File: config.mk
export PLATFORM = sky130hd
export DESIGN_NAME = comparator_window_control
export DESIGN_NICKNAME = d
export VERILOG_FILES = /design/src/rtl/comparator_window_pkg.sv /design/src/rtl/comparator_window_control.sv
export SDC_FILE = /design/constraint.sdc
export NUM_CORES = 1
export LEC_CHECK = 0
export BUFFER_PORTS_ARGS = -buffer_cell sky130_fd_sc_hd__buf_4
export CORE_MARGIN = 2
export CORE_UTILIZATION = 46
export CTS_BUF_LIST = sky130_fd_sc_hd__clkbuf_2
export CTS_CLUSTER_SIZE = 25
export DETAILED_ROUTE_END_ITERATION = 8
export PLACE_DENSITY_LB_ADDON = 0.05
export SLEW_MARGIN = 10
export SYNTH_ARGS = -nofsm -noshare
export SYNTH_HDL_FRONTEND = slang
export SYNTH_SLANG_ARGS = --single-unit
File: constraint.sdc
create_clock -name clk_i -period 1.9 [get_ports clk_i]
set_input_delay 0.475 -clock clk_i [delete_from_list [all_inputs] [get_ports clk_i]]
set_output_delay 0.475 -clock clk_i [all_outputs]
set_load 0.01 [all_outputs]
File: src/rtl/comparator_window_pkg.sv
// Constants, register map and carrier types of the comparator window control block.
// Assumes one 40 MHz clock and a classic Wishbone slave with 32-bit data.
//
// What this block does
// - Raw result is one when plus input exceeds minus input, otherwise zero.
// - Pin output is raw result XOR the polarity flip bit.
// - While starting up, the output holds the start-up output level bit.
// - Power profile field bits 4:3: 0 fast profile, 1 low current, rest reserved.
// - Hysteresis field bits 2:1 selects none, small, medium or large.
// - Enable bit switches the comparator on or off; control A resets to zero.
// - Pin drive bit 6 of control A puts the output on the pin.
// - Pair partner field in control B selects the window partner comparator.
// - In window mode status reports above, inside or below.
// - Range position: above 0, inside 1, below 2; meaningless outside window mode.
// - In window mode the trigger field picks above, inside, below or outside.
// - Window trigger codes 0..3 mean above, inside, below, outside.
// - Match level is one when the state satisfies the selected trigger.
// - Interrupt forwarded only when the interrupt enable bit is one.
// - Asynchronous level event follows the output level; no incoming events.
// - A configured interrupt condition sets the match flag.
// - In single mode the trigger picks rising, falling or both edges.
// - Single mode codes: 0 any crossing, 2 falling, 3 rising, 1 reserved.
// - Interrupt request stays high while the match flag is set.
// - Writing one to the flag bit clears it; writing zero does nothing.
// - In idle sleep the logic runs exactly as when active.
// - In standby the comparator is off unless keep running asleep is set.
// - In standby with clock stopped, flags and interrupt state do not change.
// - In power-down the comparator and pin drive are disabled.

package comparator_window_pkg;

  // ===========================================================================
  // Register indices; the byte address is four times the index
  localparam logic [2:0] IDX_CONTROL_A       = 3'h0;
  localparam logic [2:0] IDX_CONTROL_B       = 3'h1;
  localparam logic [2:0] IDX_INPUT_SELECTION = 3'h2;
  localparam logic [2:0] IDX_THRESHOLD       = 3'h5;
  localparam logic [2:0] IDX_IRQ_CONTROL     = 3'h6;
  localparam logic [2:0] IDX_STATUS          = 3'h7;

  // ===========================================================================
  // Field positions
  localparam int CA_ENABLE_BIT    = 0;
  localparam int CA_HYST_LSB      = 1;
  localparam int CA_POWER_LSB     = 3;
  localparam int CA_PIN_DRIVE_BIT = 6;
  localparam int CA_KEEP_RUN_BIT  = 7;
  localparam int IS_MINUS_LSB     = 0;
  localparam int IS_PLUS_LSB      = 3;
  localparam int IS_STARTUP_BIT   = 6;
  localparam int IS_INVERT_BIT    = 7;
  localparam int IC_IRQ_ON_BIT    = 0;
  localparam int IC_TRIGGER_LSB   = 4;
  localparam int ST_FLAG_BIT      = 0;

  // ===========================================================================
  // Reset values and writable masks
  localparam logic [7:0] CONTROL_A_RESET   = 8'h00;
  localparam logic [7:0] CONTROL_B_RESET   = 8'h00;
  localparam logic [7:0] INPUT_SEL_RESET   = 8'h00;
  localparam logic [7:0] THRESHOLD_RESET   = 8'hff;
  localparam logic [7:0] IRQ_CONTROL_RESET = 8'h00;
  localparam logic [7:0] CONTROL_A_MASK    = 8'hdf;
  localparam logic [7:0] CONTROL_B_MASK    = 8'h03;
  localparam logic [7:0] IRQ_CONTROL_MASK  = 8'h31;
  localparam logic [1:0] PARTNER_NEXT      = 2'h1;

  // ===========================================================================
  // Start-up time of the analog core
  localparam int CLK_PERIOD_PS  = 25000;
  localparam int STARTUP_NS     = 1000;
  localparam int STARTUP_CYCLES = (STARTUP_NS * 1000 + CLK_PERIOD_PS - 1) / CLK_PERIOD_PS;

  // ===========================================================================
  // Codes
  typedef enum logic [1:0] {
    RANGE_ABOVE  = 2'h0,
    RANGE_INSIDE = 2'h1,
    RANGE_BELOW  = 2'h2
  } range_position_e;

  typedef enum logic [1:0] {
    TRIG_ANY_CROSSING = 2'h0,
    TRIG_RESERVED     = 2'h1,
    TRIG_FALLING      = 2'h2,
    TRIG_RISING       = 2'h3
  } single_trigger_e;

  typedef enum logic [1:0] {
    WTRIG_ABOVE   = 2'h0,
    WTRIG_INSIDE  = 2'h1,
    WTRIG_BELOW   = 2'h2,
    WTRIG_OUTSIDE = 2'h3
  } window_trigger_e;

  typedef enum logic [1:0] {
    SLEEP_ACTIVE    = 2'h0,
    SLEEP_IDLE      = 2'h1,
    SLEEP_STANDBY   = 2'h2,
    SLEEP_POWERDOWN = 2'h3
  } sleep_e;

  typedef enum logic [2:0] {
    CORE_OFF      = 3'b001,
    CORE_STARTING = 3'b010,
    CORE_READY    = 3'b100
  } core_state_e;

  // Settings carried to the analog core
  typedef struct packed {
    logic       core_on;
    logic [1:0] power_profile;
    logic [1:0] hysteresis_select;
    logic [2:0] plus_input_sel;
    logic [2:0] minus_input_sel;
    logic [7:0] threshold_level_code;
  } analog_ctrl_s;

endpackage

File: src/rtl/comparator_window_control.sv
// Digital control around one analog comparator: registers, output shaping,
// window pairing, match flag and sleep handling.
// Assumes the analog core and partner results arrive asynchronously and the
// sleep code comes from the power manager on clk_i.
//
// The Wishbone interface to the registers was chosen for this implementation.

`timescale 1ns/1ps
`default_nettype none

module comparator_window_control (
  input  wire logic                                clk_i,
  input  wire logic                                rst_i,
  input  wire logic                                wb_cyc_i,
  input  wire logic                                wb_stb_i,
  input  wire logic                                wb_we_i,
  input  wire logic [4:0]                          wb_adr_i,
  input  wire logic [3:0]                          wb_sel_i,
  input  wire logic [31:0]                         wb_dat_i,
  output logic      [31:0]                         wb_dat_o,
  output logic                                     wb_ack_o,
  input  wire logic                                cmp_raw_i,
  input  wire logic                                partner_raw_i,
  input  wire logic [1:0]                          sleep_mode_i,
  output comparator_window_pkg::analog_ctrl_s      analog_ctrl_o,
  output logic                                     out_pin_o,
  output logic                                     out_pin_oe_o,
  output logic                                     level_event_o,
  output logic                                     irq_o
);

  // ===========================================================================
  // Declarations
  logic [7:0]  control_a_reg;
  logic [7:0]  control_b_reg;
  logic [7:0]  input_selection_reg;
  logic [7:0]  threshold_level_code_reg;
  logic [7:0]  irq_control_reg;
  logic        ack_reg;
  logic [31:0] dat_reg;
  logic [7:0]  read_next;
  logic [2:0]  reg_idx;
  logic        wr_fire;
  logic        cmp_meta_reg;
  logic        cmp_sync_reg;
  logic        part_meta_reg;
  logic        part_sync_reg;
  logic        out_prev_reg;
  logic        match_prev_reg;
  logic [1:0]  range_reg;
  logic        match_level_reg;
  logic        match_flag_reg;
  logic        flag_set;
  logic        flag_clear;
  logic        status_hold;
  logic        core_on;
  logic        window_on;
  logic        out_sync;
  logic        out_async;
  logic [1:0]  range_next;
  logic        match_next;
  logic [5:0]  start_cnt_reg;
  logic [1:0]  trig;

  comparator_window_pkg::core_state_e state_reg;
  comparator_window_pkg::core_state_e state_next;

  // ===========================================================================
  // Wishbone slave: one wait state, answer in the cycle after the request
  assign reg_idx = wb_adr_i[4:2];
  assign wr_fire = wb_cyc_i && wb_stb_i && wb_we_i && ack_reg && wb_sel_i[0];
  assign wb_ack_o = ack_reg;
  assign wb_dat_o = dat_reg;

  // Ack falls after one cycle; a request held past the ack is answered again two cycles later
  always_ff @(posedge clk_i) begin
    if (rst_i) begin
      ack_reg <= 1'b0;
    end else begin
      ack_reg <= wb_cyc_i && wb_stb_i && !ack_reg;
    end
  end

  // Read data; unmapped and reserved offsets read zero
  always_comb begin
    read_next = 8'h00;
    if (reg_idx == comparator_window_pkg::IDX_CONTROL_A) begin
      read_next = control_a_reg;
    end else if (reg_idx == comparator_window_pkg::IDX_CONTROL_B) begin
      read_next = control_b_reg;
    end else if (reg_idx == comparator_window_pkg::IDX_INPUT_SELECTION) begin
      read_next = input_selection_reg;
    end else if (reg_idx == comparator_window_pkg::IDX_THRESHOLD) begin
      read_next = threshold_level_code_reg;
    end else if (reg_idx == comparator_window_pkg::IDX_IRQ_CONTROL) begin
      read_next = irq_control_reg;
    end else if (reg_idx == comparator_window_pkg::IDX_STATUS) begin
      read_next = {range_reg, 1'b0, match_level_reg, 3'h0, match_flag_reg};
    end
  end

  // Capture read data while waiting so it is stable at the ack edge
  always_ff @(posedge clk_i) begin
    if (rst_i) begin
      dat_reg <= 32'h0000_0000;
    end else if (wb_cyc_i && wb_stb_i && !ack_reg) begin
      dat_reg <= {24'h00_0000, read_next};
    end else begin
      dat_reg <= 32'h0000_0000;
    end
  end

  // ===========================================================================
  // Configuration registers, written at the ack edge
  always_ff @(posedge clk_i) begin
    if (rst_i) begin
      control_a_reg <= comparator_window_pkg::CONTROL_A_RESET;
    end else if (wr_fire && reg_idx == comparator_window_pkg::IDX_CONTROL_A) begin
      control_a_reg <= wb_dat_i[7:0] & comparator_window_pkg::CONTROL_A_MASK;
    end
  end

  always_ff @(posedge clk_i) begin
    if (rst_i) begin
      control_b_reg <= comparator_window_pkg::CONTROL_B_RESET;
    end else if (wr_fire && reg_idx == comparator_window_pkg::IDX_CONTROL_B) begin
      control_b_reg <= wb_dat_i[7:0] & comparator_window_pkg::CONTROL_B_MASK;
    end
  end

  always_ff @(posedge clk_i) begin
    if (rst_i) begin
      input_selection_reg <= comparator_window_pkg::INPUT_SEL_RESET;
    end else if (wr_fire && reg_idx == comparator_window_pkg::IDX_INPUT_SELECTION) begin
      input_selection_reg <= wb_dat_i[7:0];
    end
  end

  always_ff @(posedge clk_i) begin
    if (rst_i) begin
      threshold_level_code_reg <= comparator_window_pkg::THRESHOLD_RESET;
    end else if (wr_fire && reg_idx == comparator_window_pkg::IDX_THRESHOLD) begin
      threshold_level_code_reg <= wb_dat_i[7:0];
    end
  end

  always_ff @(posedge clk_i) begin
    if (rst_i) begin
      irq_control_reg <= comparator_window_pkg::IRQ_CONTROL_RESET;
    end else if (wr_fire && reg_idx == comparator_window_pkg::IDX_IRQ_CONTROL) begin
      irq_control_reg <= wb_dat_i[7:0] & comparator_window_pkg::IRQ_CONTROL_MASK;
    end
  end

  // ===========================================================================
  // Sleep handling and settings to the analog core
  // Idle is treated like active; only standby and power-down change anything
  assign core_on = control_a_reg[comparator_window_pkg::CA_ENABLE_BIT]
                 && (sleep_mode_i != comparator_window_pkg::SLEEP_POWERDOWN)
                 && !(sleep_mode_i == comparator_window_pkg::SLEEP_STANDBY
                      && !control_a_reg[comparator_window_pkg::CA_KEEP_RUN_BIT]);
  assign status_hold = (sleep_mode_i == comparator_window_pkg::SLEEP_STANDBY);

  always_comb begin
    analog_ctrl_o.core_on              = core_on;
    analog_ctrl_o.power_profile        = control_a_reg[comparator_window_pkg::CA_POWER_LSB +: 2];
    analog_ctrl_o.hysteresis_select    = control_a_reg[comparator_window_pkg::CA_HYST_LSB +: 2];
    analog_ctrl_o.plus_input_sel       = input_selection_reg[comparator_window_pkg::IS_PLUS_LSB +: 3];
    analog_ctrl_o.minus_input_sel      = input_selection_reg[comparator_window_pkg::IS_MINUS_LSB +: 3];
    analog_ctrl_o.threshold_level_code = threshold_level_code_reg;
  end

  // ===========================================================================
  // Start-up sequence of the analog core
  always_comb begin
    state_next = state_reg;
    case (state_reg)
      comparator_window_pkg::CORE_OFF: begin
        if (core_on) begin
          state_next = comparator_window_pkg::CORE_STARTING;
        end
      end
      comparator_window_pkg::CORE_STARTING: begin
        if (!core_on) begin
          state_next = comparator_window_pkg::CORE_OFF;
        end else if (start_cnt_reg == 6'(comparator_window_pkg::STARTUP_CYCLES - 1)) begin
          state_next = comparator_window_pkg::CORE_READY;
        end
      end
      comparator_window_pkg::CORE_READY: begin
        if (!core_on) begin
          state_next = comparator_window_pkg::CORE_OFF;
        end
      end
      default: begin
        state_next = comparator_window_pkg::CORE_OFF;
      end
    endcase
  end

  always_ff @(posedge clk_i) begin
    if (rst_i) begin
      state_reg <= comparator_window_pkg::CORE_OFF;
    end else begin
      state_reg <= state_next;
    end
  end

  // Counts start-up cycles; cleared whenever the core is not starting
  always_ff @(posedge clk_i) begin
    if (rst_i) begin
      start_cnt_reg <= 6'h00;
    end else if (state_reg == comparator_window_pkg::CORE_STARTING) begin
      start_cnt_reg <= start_cnt_reg + 6'h01;
    end else begin
      start_cnt_reg <= 6'h00;
    end
  end

  // ===========================================================================
  // Output shaping
  // The pin and event path stays combinational so it works with the clock stopped
  always_comb begin
    if (state_reg != comparator_window_pkg::CORE_READY) begin
      out_async = input_selection_reg[comparator_window_pkg::IS_STARTUP_BIT];
    end else begin
      out_async = cmp_raw_i ^ input_selection_reg[comparator_window_pkg::IS_INVERT_BIT];
    end
  end

  assign out_pin_o     = out_async;
  assign level_event_o = out_async;
  assign out_pin_oe_o  = control_a_reg[comparator_window_pkg::CA_PIN_DRIVE_BIT]
                       && (sleep_mode_i != comparator_window_pkg::SLEEP_POWERDOWN);

  // ===========================================================================
  // Synchronisers for the asynchronous comparator results
  always_ff @(posedge clk_i) begin
    if (rst_i) begin
      cmp_meta_reg  <= 1'b0;
      cmp_sync_reg  <= 1'b0;
      part_meta_reg <= 1'b0;
      part_sync_reg <= 1'b0;
    end else begin
      cmp_meta_reg  <= cmp_raw_i;
      cmp_sync_reg  <= cmp_meta_reg;
      part_meta_reg <= partner_raw_i;
      part_sync_reg <= part_meta_reg;
    end
  end

  // ===========================================================================
  // Window and match evaluation
  assign window_on = (control_b_reg[1:0] == comparator_window_pkg::PARTNER_NEXT);
  assign trig      = irq_control_reg[comparator_window_pkg::IC_TRIGGER_LSB +: 2];

  always_comb begin
    if (state_reg != comparator_window_pkg::CORE_READY) begin
      out_sync = input_selection_reg[comparator_window_pkg::IS_STARTUP_BIT];
    end else begin
      out_sync = cmp_sync_reg ^ input_selection_reg[comparator_window_pkg::IS_INVERT_BIT];
    end
  end

  // This comparator holds the upper limit, the partner the lower one
  always_comb begin
    if (cmp_sync_reg) begin
      range_next = comparator_window_pkg::RANGE_ABOVE;
    end else if (!part_sync_reg) begin
      range_next = comparator_window_pkg::RANGE_BELOW;
    end else begin
      range_next = comparator_window_pkg::RANGE_INSIDE;
    end
  end

  always_comb begin
    if (!window_on) begin
      match_next = out_sync;
    end else begin
      case (trig)
        comparator_window_pkg::WTRIG_ABOVE: begin
          match_next = (range_next == comparator_window_pkg::RANGE_ABOVE);
        end
        comparator_window_pkg::WTRIG_INSIDE: begin
          match_next = (range_next == comparator_window_pkg::RANGE_INSIDE);
        end
        comparator_window_pkg::WTRIG_BELOW: begin
          match_next = (range_next == comparator_window_pkg::RANGE_BELOW);
        end
        default: begin
          match_next = (range_next != comparator_window_pkg::RANGE_INSIDE);
        end
      endcase
    end
  end

  // Status snapshot; frozen in standby as if the clock had stopped
  always_ff @(posedge clk_i) begin
    if (rst_i) begin
      range_reg       <= comparator_window_pkg::RANGE_ABOVE;
      match_level_reg <= 1'b0;
      out_prev_reg    <= 1'b0;
      match_prev_reg  <= 1'b0;
    end else if (!status_hold) begin
      range_reg       <= range_next;
      match_level_reg <= match_next;
      out_prev_reg    <= out_sync;
      match_prev_reg  <= match_next;
    end
  end

  // ===========================================================================
  // Match flag and interrupt
  // Window mode flags on entering a matching state, single mode on edges
  always_comb begin
    flag_set = 1'b0;
    if (state_reg == comparator_window_pkg::CORE_READY && !status_hold) begin
      if (window_on) begin
        flag_set = match_next && !match_prev_reg;
      end else begin
        case (trig)
          comparator_window_pkg::TRIG_ANY_CROSSING: begin
            flag_set = (out_sync != out_prev_reg);
          end
          comparator_window_pkg::TRIG_FALLING: begin
            flag_set = !out_sync && out_prev_reg;
          end
          comparator_window_pkg::TRIG_RISING: begin
            flag_set = out_sync && !out_prev_reg;
          end
          default: begin
            flag_set = 1'b0;
          end
        endcase
      end
    end
  end

  assign flag_clear = wr_fire && reg_idx == comparator_window_pkg::IDX_STATUS
                    && wb_dat_i[comparator_window_pkg::ST_FLAG_BIT];

  // A new event beats a clear in the same cycle so none is lost
  always_ff @(posedge clk_i) begin
    if (rst_i) begin
      match_flag_reg <= 1'b0;
    end else if (flag_set) begin
      match_flag_reg <= 1'b1;
    end else if (flag_clear) begin
      match_flag_reg <= 1'b0;
    end
  end

  assign irq_o = match_flag_reg && irq_control_reg[comparator_window_pkg::IC_IRQ_ON_BIT];
endmodule

`default_nettype wire

==> results of run 1 <==
==> cell usage after synthesis (2+ instances only) <==
cell type	n
sky130_fd_sc_hd__a21boi_0	3
sky130_fd_sc_hd__nand3_1	6
sky130_fd_sc_hd__mux2_2	2
sky130_fd_sc_hd__nand2_1	9
sky130_fd_sc_hd__xor2_1	3
sky130_fd_sc_hd__buf_2	5
sky130_fd_sc_hd__o22ai_1	3
sky130_fd_sc_hd__nor3_1	12
sky130_fd_sc_hd__dfxtp_1	55
sky130_fd_sc_hd__nor2b_1	7
sky130_fd_sc_hd__and2_1	3
sky130_fd_sc_hd__a211oi_1	2
sky130_fd_sc_hd__nor2_1	52
sky130_fd_sc_hd__clkbuf_1	7
sky130_fd_sc_hd__a221oi_1	2
sky130_fd_sc_hd__ha_1	8
sky130_fd_sc_hd__o21ai_0	3
sky130_fd_sc_hd__a21oi_1	16
sky130_fd_sc_hd__buf_4	36
sky130_fd_sc_hd__nand4_1	2
sky130_fd_sc_hd__nand2b_1	5
sky130_fd_sc_hd__xnor2_1	3
sky130_fd_sc_hd__mux2i_1	30
sky130_fd_sc_hd__inv_1	13
sky130_fd_sc_hd__or3_1	2
sky130_fd_sc_hd__nor4_4	2
==> report_power, final <==
| part | total [mW] | leakage (nW) | internal, mW | switching, mW |
|---|---|---|---|---|
| logic | 0.178 | 1.01 | 0.0679 | 0.110 |
| registers | 1.17 | 0.445 | 1.17 | 0.00502 |
| clock network | 0.460 | 0.0250 | 0.0869 | 0.373 |
| total | 1.81 | 1.48 | 1.32 | 0.489 |
==> metal layers <==
layer	track usage (%)	vias to the layer above	part of all wire, %
met5	0	-	0
met1	25.2	1027	48
met3	4.07	9	5.7
li1	-	1104	-
met2	29.0	63	45
met4	6.67	0	1.7
==> metrics by stage <==
step	hold slack (ns)	cells	area, µm²
floorplan	0.413	336	2890
global placement	0.417	433	3190
detailed placement	0.424	433	3190
CTS	0.196	442	3270
global route	0.187	442	3270
finish	0.208	442	3270
==> kinds of logic (layout without fill, tap and decap cells) <==
logic type,Yosys count,after routing,synth area share [%]
xor gates and xnor gates,6,6,1.89
other,1,24,0.135
and+or+nand+nor,109,109,20.5
adders and majority gates,8,8,3.59
muxes,32,32,11.6
AOI/OAI and AO/OA,39,39,9.16
buffers and inverters,63,94,13.6
DFF,55,55,39.5
==> how the worst max path moves through the flow <==
stage                             from             end  slack [ns]  cells past startpoint
final                     state_reg[0]       out_pin_o       -0.08                      5
after detailed placement  state_reg[1]  match_flag_reg       -0.03                      7
after global routing      state_reg[0]   level_event_o       -0.20                      5
after global placement    state_reg[1]  match_flag_reg       -0.03                      7
after floorplan           state_reg[1]  match_flag_reg       -0.02                      7
after CTS                 state_reg[0]       out_pin_o       -0.12                      5
==> timing repair <==
action	CTS	global route
setup endpoints to repair	3	4
gates resized for setup	6	1
hold buffers	0	0
cloned	0	0
pin swaps	2	1
buffers inserted	1	0
==> area by class of cell <==
class                      count  area (µm²)  area share (%)
clock inverter                 3        20.0           0.613
clock buffer                   5        25.0           0.766
tap                           75        93.8            2.87
timing repair buffer          73         552            16.9
inverter                      13        48.8            1.49
sequential                    55        1100            33.8
multi-input combinational    218        1420            43.5
==> reports/qor.txt, run 1 <==
RUN STATUS
------------------------------------------------------------------------------------
Run status ............................................................ complete, but fails checks
Failing checks ........................................................ negative setup slack

FINAL LAYOUT
------------------------------------------------------------------------------------
Number of diodes added for antenna fixing .............................            0
Layout area overhead ..................................................        17.2%
Most common cell after layout, fill and taps aside .................... sky130_fd_sc_hd__buf_4
Final core utilization ................................................        55.5%
Most frequent cells in the layout ..................................... sky130_fd_sc_hd__buf_4, sky130_fd_sc_hd__dfxtp_1, sky130_fd_sc_hd__nor2_1
Filler cell count .....................................................          581
Final #Nets ...........................................................          424
Proportion of layout cells with a drive suffix above 1 ................        26.2%

TIMING
------------------------------------------------------------------------------------
Final Cycle Share .....................................................         104%
Total Neg Setup Slack .................................................    -0.185 ns
Setup slack of the critical path after layout .........................   -0.0837 ns
Unrepaired setup endpoints after global routing .......................         true
Setup violators final .................................................            3
Worst clock skew on the final layout ..................................   0.00852 ns
Max Clk Rate ..........................................................      504 MHz
Number of hold violations in the final report .........................            0
Total count of max-transition violations in the final report ..........            0
Shortest clock period the worst path allows after layout ..............      1.98 ns

CRITICAL PATH
------------------------------------------------------------------------------------
Critical Path Sink Type ............................................... primary output
CP top delay family ...................................................   flip-flops
Peak fanout along the critical path ...................................            3
Crit-path cells ....................................................... nor3b_4 -> buf_6 -> nor2_2 -> a21oi_2 -> buf_4
Total buffers and inverters traversed by the critical path ............            2
Cell count of the worst reg-to-reg path ...............................            7
Slowest cell on crit path ............................................. sky130_fd_sc_hd__dfxtp_2
Reg-to-reg startpoint ................................................. state_reg[0]
Worst R2R Setup Slack .................................................     -0.02 ns
WP data required ......................................................      1.42 ns
Arrival time of data at the critical path endpoint ....................      1.51 ns
Crit Reg-Reg Endpoint ................................................. match_flag_reg
Delay of the slowest critical-path stage ..............................      0.40 ns
Crit path kind ........................................................ flip-flop to primary output
Launching element type of the critical path ...........................    flip-flop

GRT
------------------------------------------------------------------------------------
Vias in the first global route ........................................         1980
Remaining global-route overflow .......................................            0
Antenna violations before repair ......................................            0
Pin count of the biggest net entering global routing ..................           21
Tot GR Track Use ......................................................        18.6%
Global-route wire length before repair ................................      9.36 mm

PLACE
------------------------------------------------------------------------------------
Routability congestion estimate from global placement .................        0.845
Pre-CTS WS ............................................................   -0.0347 ns
Number of input and output port buffers inserted ......................           52
Final HPWL from detailed placement ....................................      4.52 mm

DETAILED ROUTING
------------------------------------------------------------------------------------
First drt pass iteration count ........................................            4
Vias ..................................................................         2203
Antenna Nets Post-Route ...............................................            0
Iteration-0 DRC count of the detailed router ..........................          112
Wire length per cell ..................................................      13.4 µm
# DRC .................................................................            0
Drt via density .......................................................         4.98
Total length of routed wires ..........................................      5.94 mm

FLOORPLANNING
------------------------------------------------------------------------------------
Area of the core region ...............................................     5890 µm²
Area enclosed by the die boundary .....................................     6700 µm²
Standard-cell rows ....................................................           28
Die height ............................................................      81.8 µm
Starting utilization of the core area .................................        47.3%
X dimension of the die ................................................      81.8 µm
Total I/O pin count ...................................................          106

CLOCKING
------------------------------------------------------------------------------------
Depth of the CTS H-tree ...............................................            2
Clock Root Buffer ..................................................... sky130_fd_sc_hd__clkbuf_2
Number of clock buffers inserted by TritonCTS .........................            5
Max clock buf depth ...................................................            2
CTS clock-pin slew for the worst setup and hold paths .................      0.27 ns
Clock tree from TritonCTS .............................................          yes
Clk_lat worst skew ....................................................      0.45 ns
Number of clock sinks .................................................           55

SYNTHESIS
------------------------------------------------------------------------------------
Top-area cell type share of the netlist area ..........................        39.5%
Post-synth EDFFs ......................................................            0
Number of instances in the synthesized netlist ........................          313
Number of unique standard cell types used by synthesis ................           48
Post-synthesis sequential element count ...............................           55
Proportion of synthesized flip-flops having asynchronous set or reset .           0%
Sequential-to-total area share from yosys stat ........................        39.5%
Commonest register cell after synthesis ............................... sky130_fd_sc_hd__dfxtp_1
Top area cells in the synthesized netlist ............................. sky130_fd_sc_hd__dfxtp_1, sky130_fd_sc_hd__mux2i_1, sky130_fd_sc_hd__buf_4, sky130_fd_sc_hd__nor2_1, sky130_fd_sc_hd__ha_1
Average cell area after synthesis .....................................     8.90 µm²
Cell area after synthesis .............................................     2790 µm²
Total number of yosys warnings ........................................            0
Area leader, netlist .................................................. sky130_fd_sc_hd__dfxtp_1

WORST HOLD PATH
------------------------------------------------------------------------------------
Worst hold endpoint ................................................... part_meta_reg
Worst Hold Launch ..................................................... partner_raw_i
Worst hold-check path type ............................................ primary input to flip-flop
Min-Delay Path Depth ..................................................            2

PWR
------------------------------------------------------------------------------------
Post-layout total power ...............................................      1.81 mW
Areal power density over the cells ....................................   555 nW/µm²
VDD IR max ............................................................     0.298 mV
Leak ..................................................................      1.48 nW

RUN
------------------------------------------------------------------------------------
Max-cap violation count ...............................................            0

(Power assumes the default switching activity.)
==> inputs of run 2 (changes only) <==
--- a/config.mk
+++ b/config.mk
@@ -5,6 +5,7 @@
 export SDC_FILE = /design/constraint.sdc
 export NUM_CORES = 1
 export LEC_CHECK = 0
+export ABC_AREA = 1
 export BUFFER_PORTS_ARGS = -buffer_cell sky130_fd_sc_hd__buf_4
 export CORE_MARGIN = 2
 export CORE_UTILIZATION = 46
@@ -12,7 +13,7 @@
 export CTS_CLUSTER_SIZE = 25
 export DETAILED_ROUTE_END_ITERATION = 8
 export PLACE_DENSITY_LB_ADDON = 0.05
-export SLEW_MARGIN = 10
+export SLEW_MARGIN = 20
 export SYNTH_ARGS = -nofsm -noshare
 export SYNTH_HDL_FRONTEND = slang
 export SYNTH_SLANG_ARGS = --single-unit
==> reports/qor.txt, run 2 <==
CLOCKING
------------------------------------------------------------------------------------
Depth of the CTS H-tree ...............................................            2   unchanged
CTS clock-pin slew for the worst setup and hold paths .................      0.28 ns   about the same
Number of clock buffers inserted by TritonCTS .........................            5   unchanged
Number of clock sinks .................................................           55   unchanged
Clk_lat worst skew ....................................................      0.44 ns   about the same
Clock tree from TritonCTS .............................................          yes
CTS hold repair buffers ...............................................            0   unchanged
Clock Root Buffer ..................................................... sky130_fd_sc_hd__clkbuf_2
Max clock buf depth ...................................................            2   unchanged

SYNTHESIS
------------------------------------------------------------------------------------
Top-area cell type share of the netlist area ..........................        40.1%   +0.59 points
Post-synthesis sequential element count ...............................           55   unchanged
Most common library cells after synthesis ............................. sky130_fd_sc_hd__nand2_1, sky130_fd_sc_hd__dfxtp_1, sky130_fd_sc_hd__nor2_1, sky130_fd_sc_hd__inv_1, sky130_fd_sc_hd__buf_4
Number of unique standard cell types used by synthesis ................           32   -33%
Cell area after synthesis .............................................     2750 µm²   -1.5%
Average cell area after synthesis .....................................     7.38 µm²   -17%
Number of instances in the synthesized netlist ........................          372   +19%
Library cell with the highest instance count after synthesis .......... sky130_fd_sc_hd__nand2_1
Area leader, netlist .................................................. sky130_fd_sc_hd__dfxtp_1
Total number of yosys warnings ........................................            0   unchanged
Commonest register cell after synthesis ............................... sky130_fd_sc_hd__dfxtp_1
Top area cells in the synthesized netlist ............................. sky130_fd_sc_hd__dfxtp_1, sky130_fd_sc_hd__buf_4, sky130_fd_sc_hd__nand2_1, sky130_fd_sc_hd__nor2_1, sky130_fd_sc_hd__inv_1
Post-synth EDFFs ......................................................            0   unchanged
Sequential-to-total area share from yosys stat ........................        40.1%   +0.59 points
Proportion of synthesized flip-flops having asynchronous set or reset .           0%   unchanged

WORST HOLD PATH
------------------------------------------------------------------------------------
Worst Hold Launch ..................................................... partner_raw_i
Min-Delay Path Depth ..................................................            3   +1
Worst hold-check path type ............................................ primary input to flip-flop
Worst hold endpoint ................................................... part_meta_reg

TIMING
------------------------------------------------------------------------------------
Setup slack of the critical path after layout .........................     0.113 ns   +0.197 ns
Worst clock skew on the final layout ..................................    0.0114 ns   +0.00284 ns
Number of hold violations in the final report .........................            0   unchanged
Total count of max-transition violations in the final report ..........            0   unchanged
Setup violators final .................................................            0   -3
Total Neg Setup Slack .................................................         0 ns   +0.185 ns
Unrepaired setup endpoints after global routing .......................        false
Max Clk Rate ..........................................................      560 MHz   +11%
Shortest clock period the worst path allows after layout ..............      1.79 ns   -0.197 ns
Final Cycle Share .....................................................        94.0%   -10 points

GRT
------------------------------------------------------------------------------------
Global-route wire length before repair ................................      9.76 mm   +4.3%
Vias in the first global route ........................................         2087   +5.4%
Pin count of the biggest net entering global routing ..................           25   +19%
Antenna violations before repair ......................................            0   unchanged
Remaining global-route overflow .......................................            0   unchanged
Tot GR Track Use ......................................................        19.5%   +0.92 points

CRITICAL PATH
------------------------------------------------------------------------------------
Crit-path cells ....................................................... nand3_4 -> o21ai_2 -> buf_4
Cell count of the worst reg-to-reg path ...............................           12   +5
Total buffers and inverters traversed by the critical path ............            1   -1
Launching element type of the critical path ...........................    flip-flop
Crit Reg-Reg Endpoint ................................................. match_flag_reg
WP data required ......................................................      1.42 ns   about the same
Worst R2R Setup Slack .................................................      0.24 ns   +0.26 ns
Peak fanout along the critical path ...................................            4   +1
Critical Path Sink Type ............................................... primary output
Crit path kind ........................................................ flip-flop to primary output
Arrival time of data at the critical path endpoint ....................      1.31 ns   -0.20 ns
Delay of the slowest critical-path stage ..............................      0.44 ns   +0.04 ns
Reg-to-reg startpoint ................................................. input_selection_reg[7]
Slowest cell on crit path ............................................. sky130_fd_sc_hd__dfxtp_2
CP top delay family ...................................................   flip-flops

DETAILED ROUTING
------------------------------------------------------------------------------------
# DRC .................................................................            0   unchanged
Wire length per cell ..................................................      12.2 µm   -8.9%
Iteration-0 DRC count of the detailed router ..........................          126   +13%
Total length of routed wires ..........................................      6.15 mm   +3.5%
First drt pass iteration count ........................................            4   unchanged
Antenna Nets Post-Route ...............................................            0   unchanged
Drt via density .......................................................         4.72   -5.3%
Vias ..................................................................         2370   +7.6%

FINAL LAYOUT
------------------------------------------------------------------------------------
Proportion of layout cells with a drive suffix above 1 ................        23.0%   -3.2 points
Most common cell after layout, fill and taps aside .................... sky130_fd_sc_hd__nand2_1
Sequential Area .......................................................     1110 µm²   +0.34%
Filler cell count .....................................................          597   +2.8%
Most frequent cells in the layout ..................................... sky130_fd_sc_hd__nand2_1, sky130_fd_sc_hd__buf_4, sky130_fd_sc_hd__nor2_1
Multi-input logic area ................................................     1270 µm²   -11%
Layout area overhead ..................................................        18.5%
Final core utilization ................................................        55.6%   +0.12 points
Final #Nets ...........................................................          484   +14%
Number of diodes added for antenna fixing .............................            0   unchanged

PWR
------------------------------------------------------------------------------------
Leak ..................................................................      1.54 nW   +4.3%
Areal power density over the cells ....................................   647 nW/µm²   +17%
VDD IR max ............................................................     0.472 mV   +58%

FLOORPLANNING
------------------------------------------------------------------------------------
Area of the core region ...............................................     5850 µm²   -0.60%
Area enclosed by the die boundary .....................................     6600 µm²   -1.4%
X dimension of the die ................................................      81.3 µm   -0.71%
Starting utilization of the core area .................................        46.9%   -0.42 points
Standard-cell rows ....................................................           28   unchanged
Total I/O pin count ...................................................          106   unchanged
Die height ............................................................      81.3 µm   -0.71%

PLACE
------------------------------------------------------------------------------------
Number of input and output port buffers inserted ......................           52   unchanged
Final HPWL from detailed placement ....................................      4.72 mm   +4.5%
Pre-CTS WS ............................................................     0.186 ns   +0.221 ns
Routability congestion estimate from global placement .................        0.804   -4.9%

RUN STATUS
------------------------------------------------------------------------------------
Run status ............................................................ finished clean

RUN
------------------------------------------------------------------------------------
Max-cap violation count ...............................................            0   unchanged

-- run 2: what timing repair did --
item,4_1_cts,5_1_grt
pin swaps,1,2
resized for setup,3,13
setup buffers,1,1
setup endpoints to repair,2,4
cloned,0,0
-- run 2: power by group --
part	internal (mW)	switching (mW)
registers	1.18	0.00971
clock network	0.352	0.372
logic	0.0725	0.123
-- run 2: stage by stage --
step	area (µm²)	total power, mW	std cells	hold WS, ns
2_1_floorplan	2830	1.35	395	0.388
3_3_place_gp	3120	1.40	493	0.391
3_5_place_dp	3120	1.40	493	0.393
4_1_cts	3220	2.12	501	0.182
5_1_grt	3250	2.20	502	0.181
6_report	3250	2.11	502	0.208
-- run 2: metal layers --
metal	track usage [%]	vias up	share of wire [%]
li1	-	1237	-
met1	26.3	1061	46
met2	31.5	64	47
met3	3.56	8	5.7
met4	6.10	0	1.2
met5	0	-	0
-- run 2: how the worst max path moves through the flow --
stage / start / end / slack (ns) / depth (start not counted)
floorplan: state_reg[2] / match_flag_reg / 0.32 / 10
global placement: state_reg[2] / match_flag_reg / 0.17 / 11
detailed placement: state_reg[2] / match_flag_reg / 0.19 / 11
CTS: state_reg[1] / level_event_o / 0.008 / 5
global route: state_reg[1] / out_pin_o / 0.01 / 4
finish: state_reg[2] / out_pin_o / 0.11 / 3
-- run 2: cell families (layout without fill, tap and decap cells) --
logic type / count (synthesis) / after routing / share of synthesized area [%]
AO/OA/AOI/OAI: 57 / 57 / 11.8
XOR/XNOR: 2 / 2 / 0.638
adder cells (fa/ha/maj): 8 / 8 / 3.65
buffers and inverters: 90 / 122 / 17.6
flip-flops: 55 / 55 / 40.1
other: 1 / 24 / 0.137
AND/OR/NAND/NOR: 159 / 159 / 26.1
-- run 2: final cells by class --
class | count | share of cell area, %
inverters | 50 | 6.00
multi-input cells | 250 | 39.0
well taps | 75 | 2.88
clock buffers | 5 | 0.769
clock inverters | 3 | 2.08
repair buffers | 64 | 15.2
flip-flops and latches | 55 | 34.1
-- run 2: worst min-delay path, stage by stage --
cell and delay (ns):
sky130_fd_sc_hd__buf_4 0.10, sky130_fd_sc_hd__inv_1 0.04, sky130_fd_sc_hd__nor2_1 0.03
==> inputs of run 3 (changes only) <==
--- a/config.mk
+++ b/config.mk
@@ -5,11 +5,9 @@
 export SDC_FILE = /design/constraint.sdc
 export NUM_CORES = 1
 export LEC_CHECK = 0
-export ABC_AREA = 1
 export BUFFER_PORTS_ARGS = -buffer_cell sky130_fd_sc_hd__buf_4
 export CORE_MARGIN = 2
-export CORE_UTILIZATION = 46
-export CTS_BUF_LIST = sky130_fd_sc_hd__clkbuf_2
+export CORE_UTILIZATION = 30
 export CTS_CLUSTER_SIZE = 25
 export DETAILED_ROUTE_END_ITERATION = 8
 export PLACE_DENSITY_LB_ADDON = 0.05
==> reports/qor.txt, run 3 (synthesis results as in run 1) <==
FLOORPLANNING
---------------------------------------------------------------------------
Die height ...................................................       100 µm   +24%
X dimension of the die .......................................       100 µm   +24%
Area of the core region ......................................     9110 µm²   +56%
Standard-cell rows ...........................................           35   +25%
Area enclosed by the die boundary ............................    10100 µm²   +53%
Starting utilization of the core area ........................        30.6%   -16 points
Total I/O pin count ..........................................          106   unchanged

CRITICAL PATH
---------------------------------------------------------------------------
Total buffers and inverters traversed by the critical path ...            1   unchanged
Crit-path cells .............................................. nor3b_4 -> mux2_4 -> ha_4 -> inv_2 -> a222oi_1 -> or4b_1 -> o311ai_1
CP top delay family .......................................... simple AND/OR/NAND/NOR gates
Delay of the slowest critical-path stage .....................      0.46 ns   +0.02 ns
Slowest cell on crit path .................................... sky130_fd_sc_hd__or4b_1
Peak fanout along the critical path ..........................            3   -1
Arrival time of data at the critical path endpoint ...........      2.10 ns   +0.79 ns
Launching element type of the critical path ..................    flip-flop
WP data required .............................................      2.12 ns   +0.70 ns
Critical Path Sink Type ......................................    flip-flop
Crit path kind ............................................... flip-flop to flip-flop
Worst R2R Setup Slack ........................................      0.02 ns   -0.22 ns

GRT
---------------------------------------------------------------------------
Remaining global-route overflow ..............................            0   unchanged
Antenna violations before repair .............................            0   unchanged
Global-route wire length before repair .......................      10.7 mm   +9.2%
Tot GR Track Use .............................................        13.8%   -5.7 points
Pin count of the biggest net entering global routing .........           24   -4.0%
Vias in the first global route ...............................         2040   -2.3%

CLOCKING
---------------------------------------------------------------------------
Number of clock buffers inserted by TritonCTS ................            5   unchanged
Number of clock sinks ........................................           55   unchanged
Max clock buf depth ..........................................            2   unchanged
Depth of the CTS H-tree ......................................            2   unchanged
CTS hold repair buffers ......................................            0   unchanged
Clock tree from TritonCTS ....................................          yes
Clock Root Buffer ............................................ sky130_fd_sc_hd__clkbuf_8
CTS clock-pin slew for the worst setup and hold paths ........      0.09 ns   -0.19 ns
Clk_lat worst skew ...........................................      0.31 ns   -0.13 ns

FINAL LAYOUT
---------------------------------------------------------------------------
Fin area .....................................................     3350 µm²   +3.1%
Sequential Area ..............................................     1100 µm²   -0.34%
Proportion of layout cells with a drive suffix above 1 .......        25.2%   +2.3 points
Final core utilization .......................................        36.8%   -19 points
Most frequent cells in the layout ............................ sky130_fd_sc_hd__buf_4, sky130_fd_sc_hd__nor2_1, sky130_fd_sc_hd__dfxtp_1
Filler cell count ............................................          993   +66%
Most common cell after layout, fill and taps aside ........... sky130_fd_sc_hd__buf_4
Final #Nets ..................................................          423   -13%
Layout area overhead .........................................        20.4%
Multi-input logic area .......................................     1420 µm²   +12%
Number of diodes added for antenna fixing ....................            0   unchanged

DETAILED ROUTING
---------------------------------------------------------------------------
Drt via density ..............................................         4.60   -2.6%
# DRC ........................................................            0   unchanged
Iteration-0 DRC count of the detailed router .................           73   -42%
Total length of routed wires .................................      6.79 mm   +10%
First drt pass iteration count ...............................            4   unchanged
Antenna Nets Post-Route ......................................            0   unchanged
Wire length per cell .........................................      14.3 µm   +16%
Vias .........................................................         2188   -7.7%

PWR
---------------------------------------------------------------------------
Leak .........................................................      1.50 nW   -2.9%
Post-layout total power ......................................      2.11 mW   +0.29%
Areal power density over the cells ...........................   629 nW/µm²   -2.7%
VDD IR max ...................................................     0.363 mV   -23%

RUN
---------------------------------------------------------------------------
Max-cap violation count ......................................            0   unchanged

TIMING
---------------------------------------------------------------------------
Worst hold slack .............................................     0.379 ns   +0.171 ns
Unrepaired setup endpoints after global routing ..............         true
Worst clock skew on the final layout .........................    0.0131 ns   +0.00169 ns
Total count of max-transition violations in the final report .            0   unchanged
Number of hold violations in the final report ................            0   unchanged
Shortest clock period the worst path allows after layout .....      1.88 ns   +0.0901 ns
Max Clk Rate .................................................      533 MHz   -4.8%
Final Cycle Share ............................................        98.8%   +4.7 points
Setup violators final ........................................            0   unchanged

RUN STATUS
---------------------------------------------------------------------------
Run status ................................................... finished clean

WORST HOLD PATH
---------------------------------------------------------------------------
Worst hold-check path type ................................... primary input to flip-flop

PLACE
---------------------------------------------------------------------------
Post-place instance area .....................................     3230 µm²   +3.3%
Final HPWL from detailed placement ...........................      5.22 mm   +11%
Routability congestion estimate from global placement ........        0.737   -8.3%
Number of input and output port buffers inserted .............           52   unchanged

[run 3: power breakdown]
part	total (mW)	internal [mW]	switching, mW
combinational	0.182	0.0679	0.114
sequential	1.17	1.16	0.00549
clock	0.762	0.387	0.375
total	2.11	1.62	0.494
[run 3: routing by layer]
metal	vias up	wire, µm	track usage [%]
met4	0	53	3.16
met2	48	3350	22.5
met3	5	305	3.41
li1	1107	-	-
met5	-	0	0
met1	1028	3080	18.5
[run 3: path summary, 6_finish.rpt]
| check | start | cells past startpoint | end |
|---|---|---|---|
| max | state_reg[1] | 7 | match_flag_reg |
| min | partner_raw_i | 2 | part_meta_reg |
| max reg2reg | state_reg[1] | 7 | match_flag_reg |
| min reg2reg | cmp_meta_reg | 1 | cmp_sync_reg |
[run 3: area by class of cell]
| cell class | instances | share of cell area (%) |
|---|---|---|
| multi-input cells | 218 | 42.3 |
| repair buffers | 72 | 16.1 |
| flip-flops and latches | 55 | 32.9 |
| inverters | 13 | 1.45 |
| clock buffers | 6 | 2.16 |
| well taps | 111 | 4.14 |
| clock inverters | 1 | 0.895 |
[run 3: timing repair]
| item | CTS | global route |
|---|---|---|
| resized for setup | 3 | 1 |
| gates cloned | 0 | 0 |
| buffers inserted | 1 | 0 |
| pin swaps | 2 | 2 |
| endpoints found under the setup margin | 1 | 3 |
[run 3: metrics by stage]
stage          setup TNS [ns]  setup WS (ns)  instances
2_1_floorplan         -0.0182        -0.0182        336
3_3_place_gp          -0.0568        -0.0568        468
3_5_place_dp          -0.0718        -0.0718        468
4_1_cts               -0.0570        -0.0570        476
5_1_grt                -0.120        -0.0723        476
6_report                    0         0.0234        476
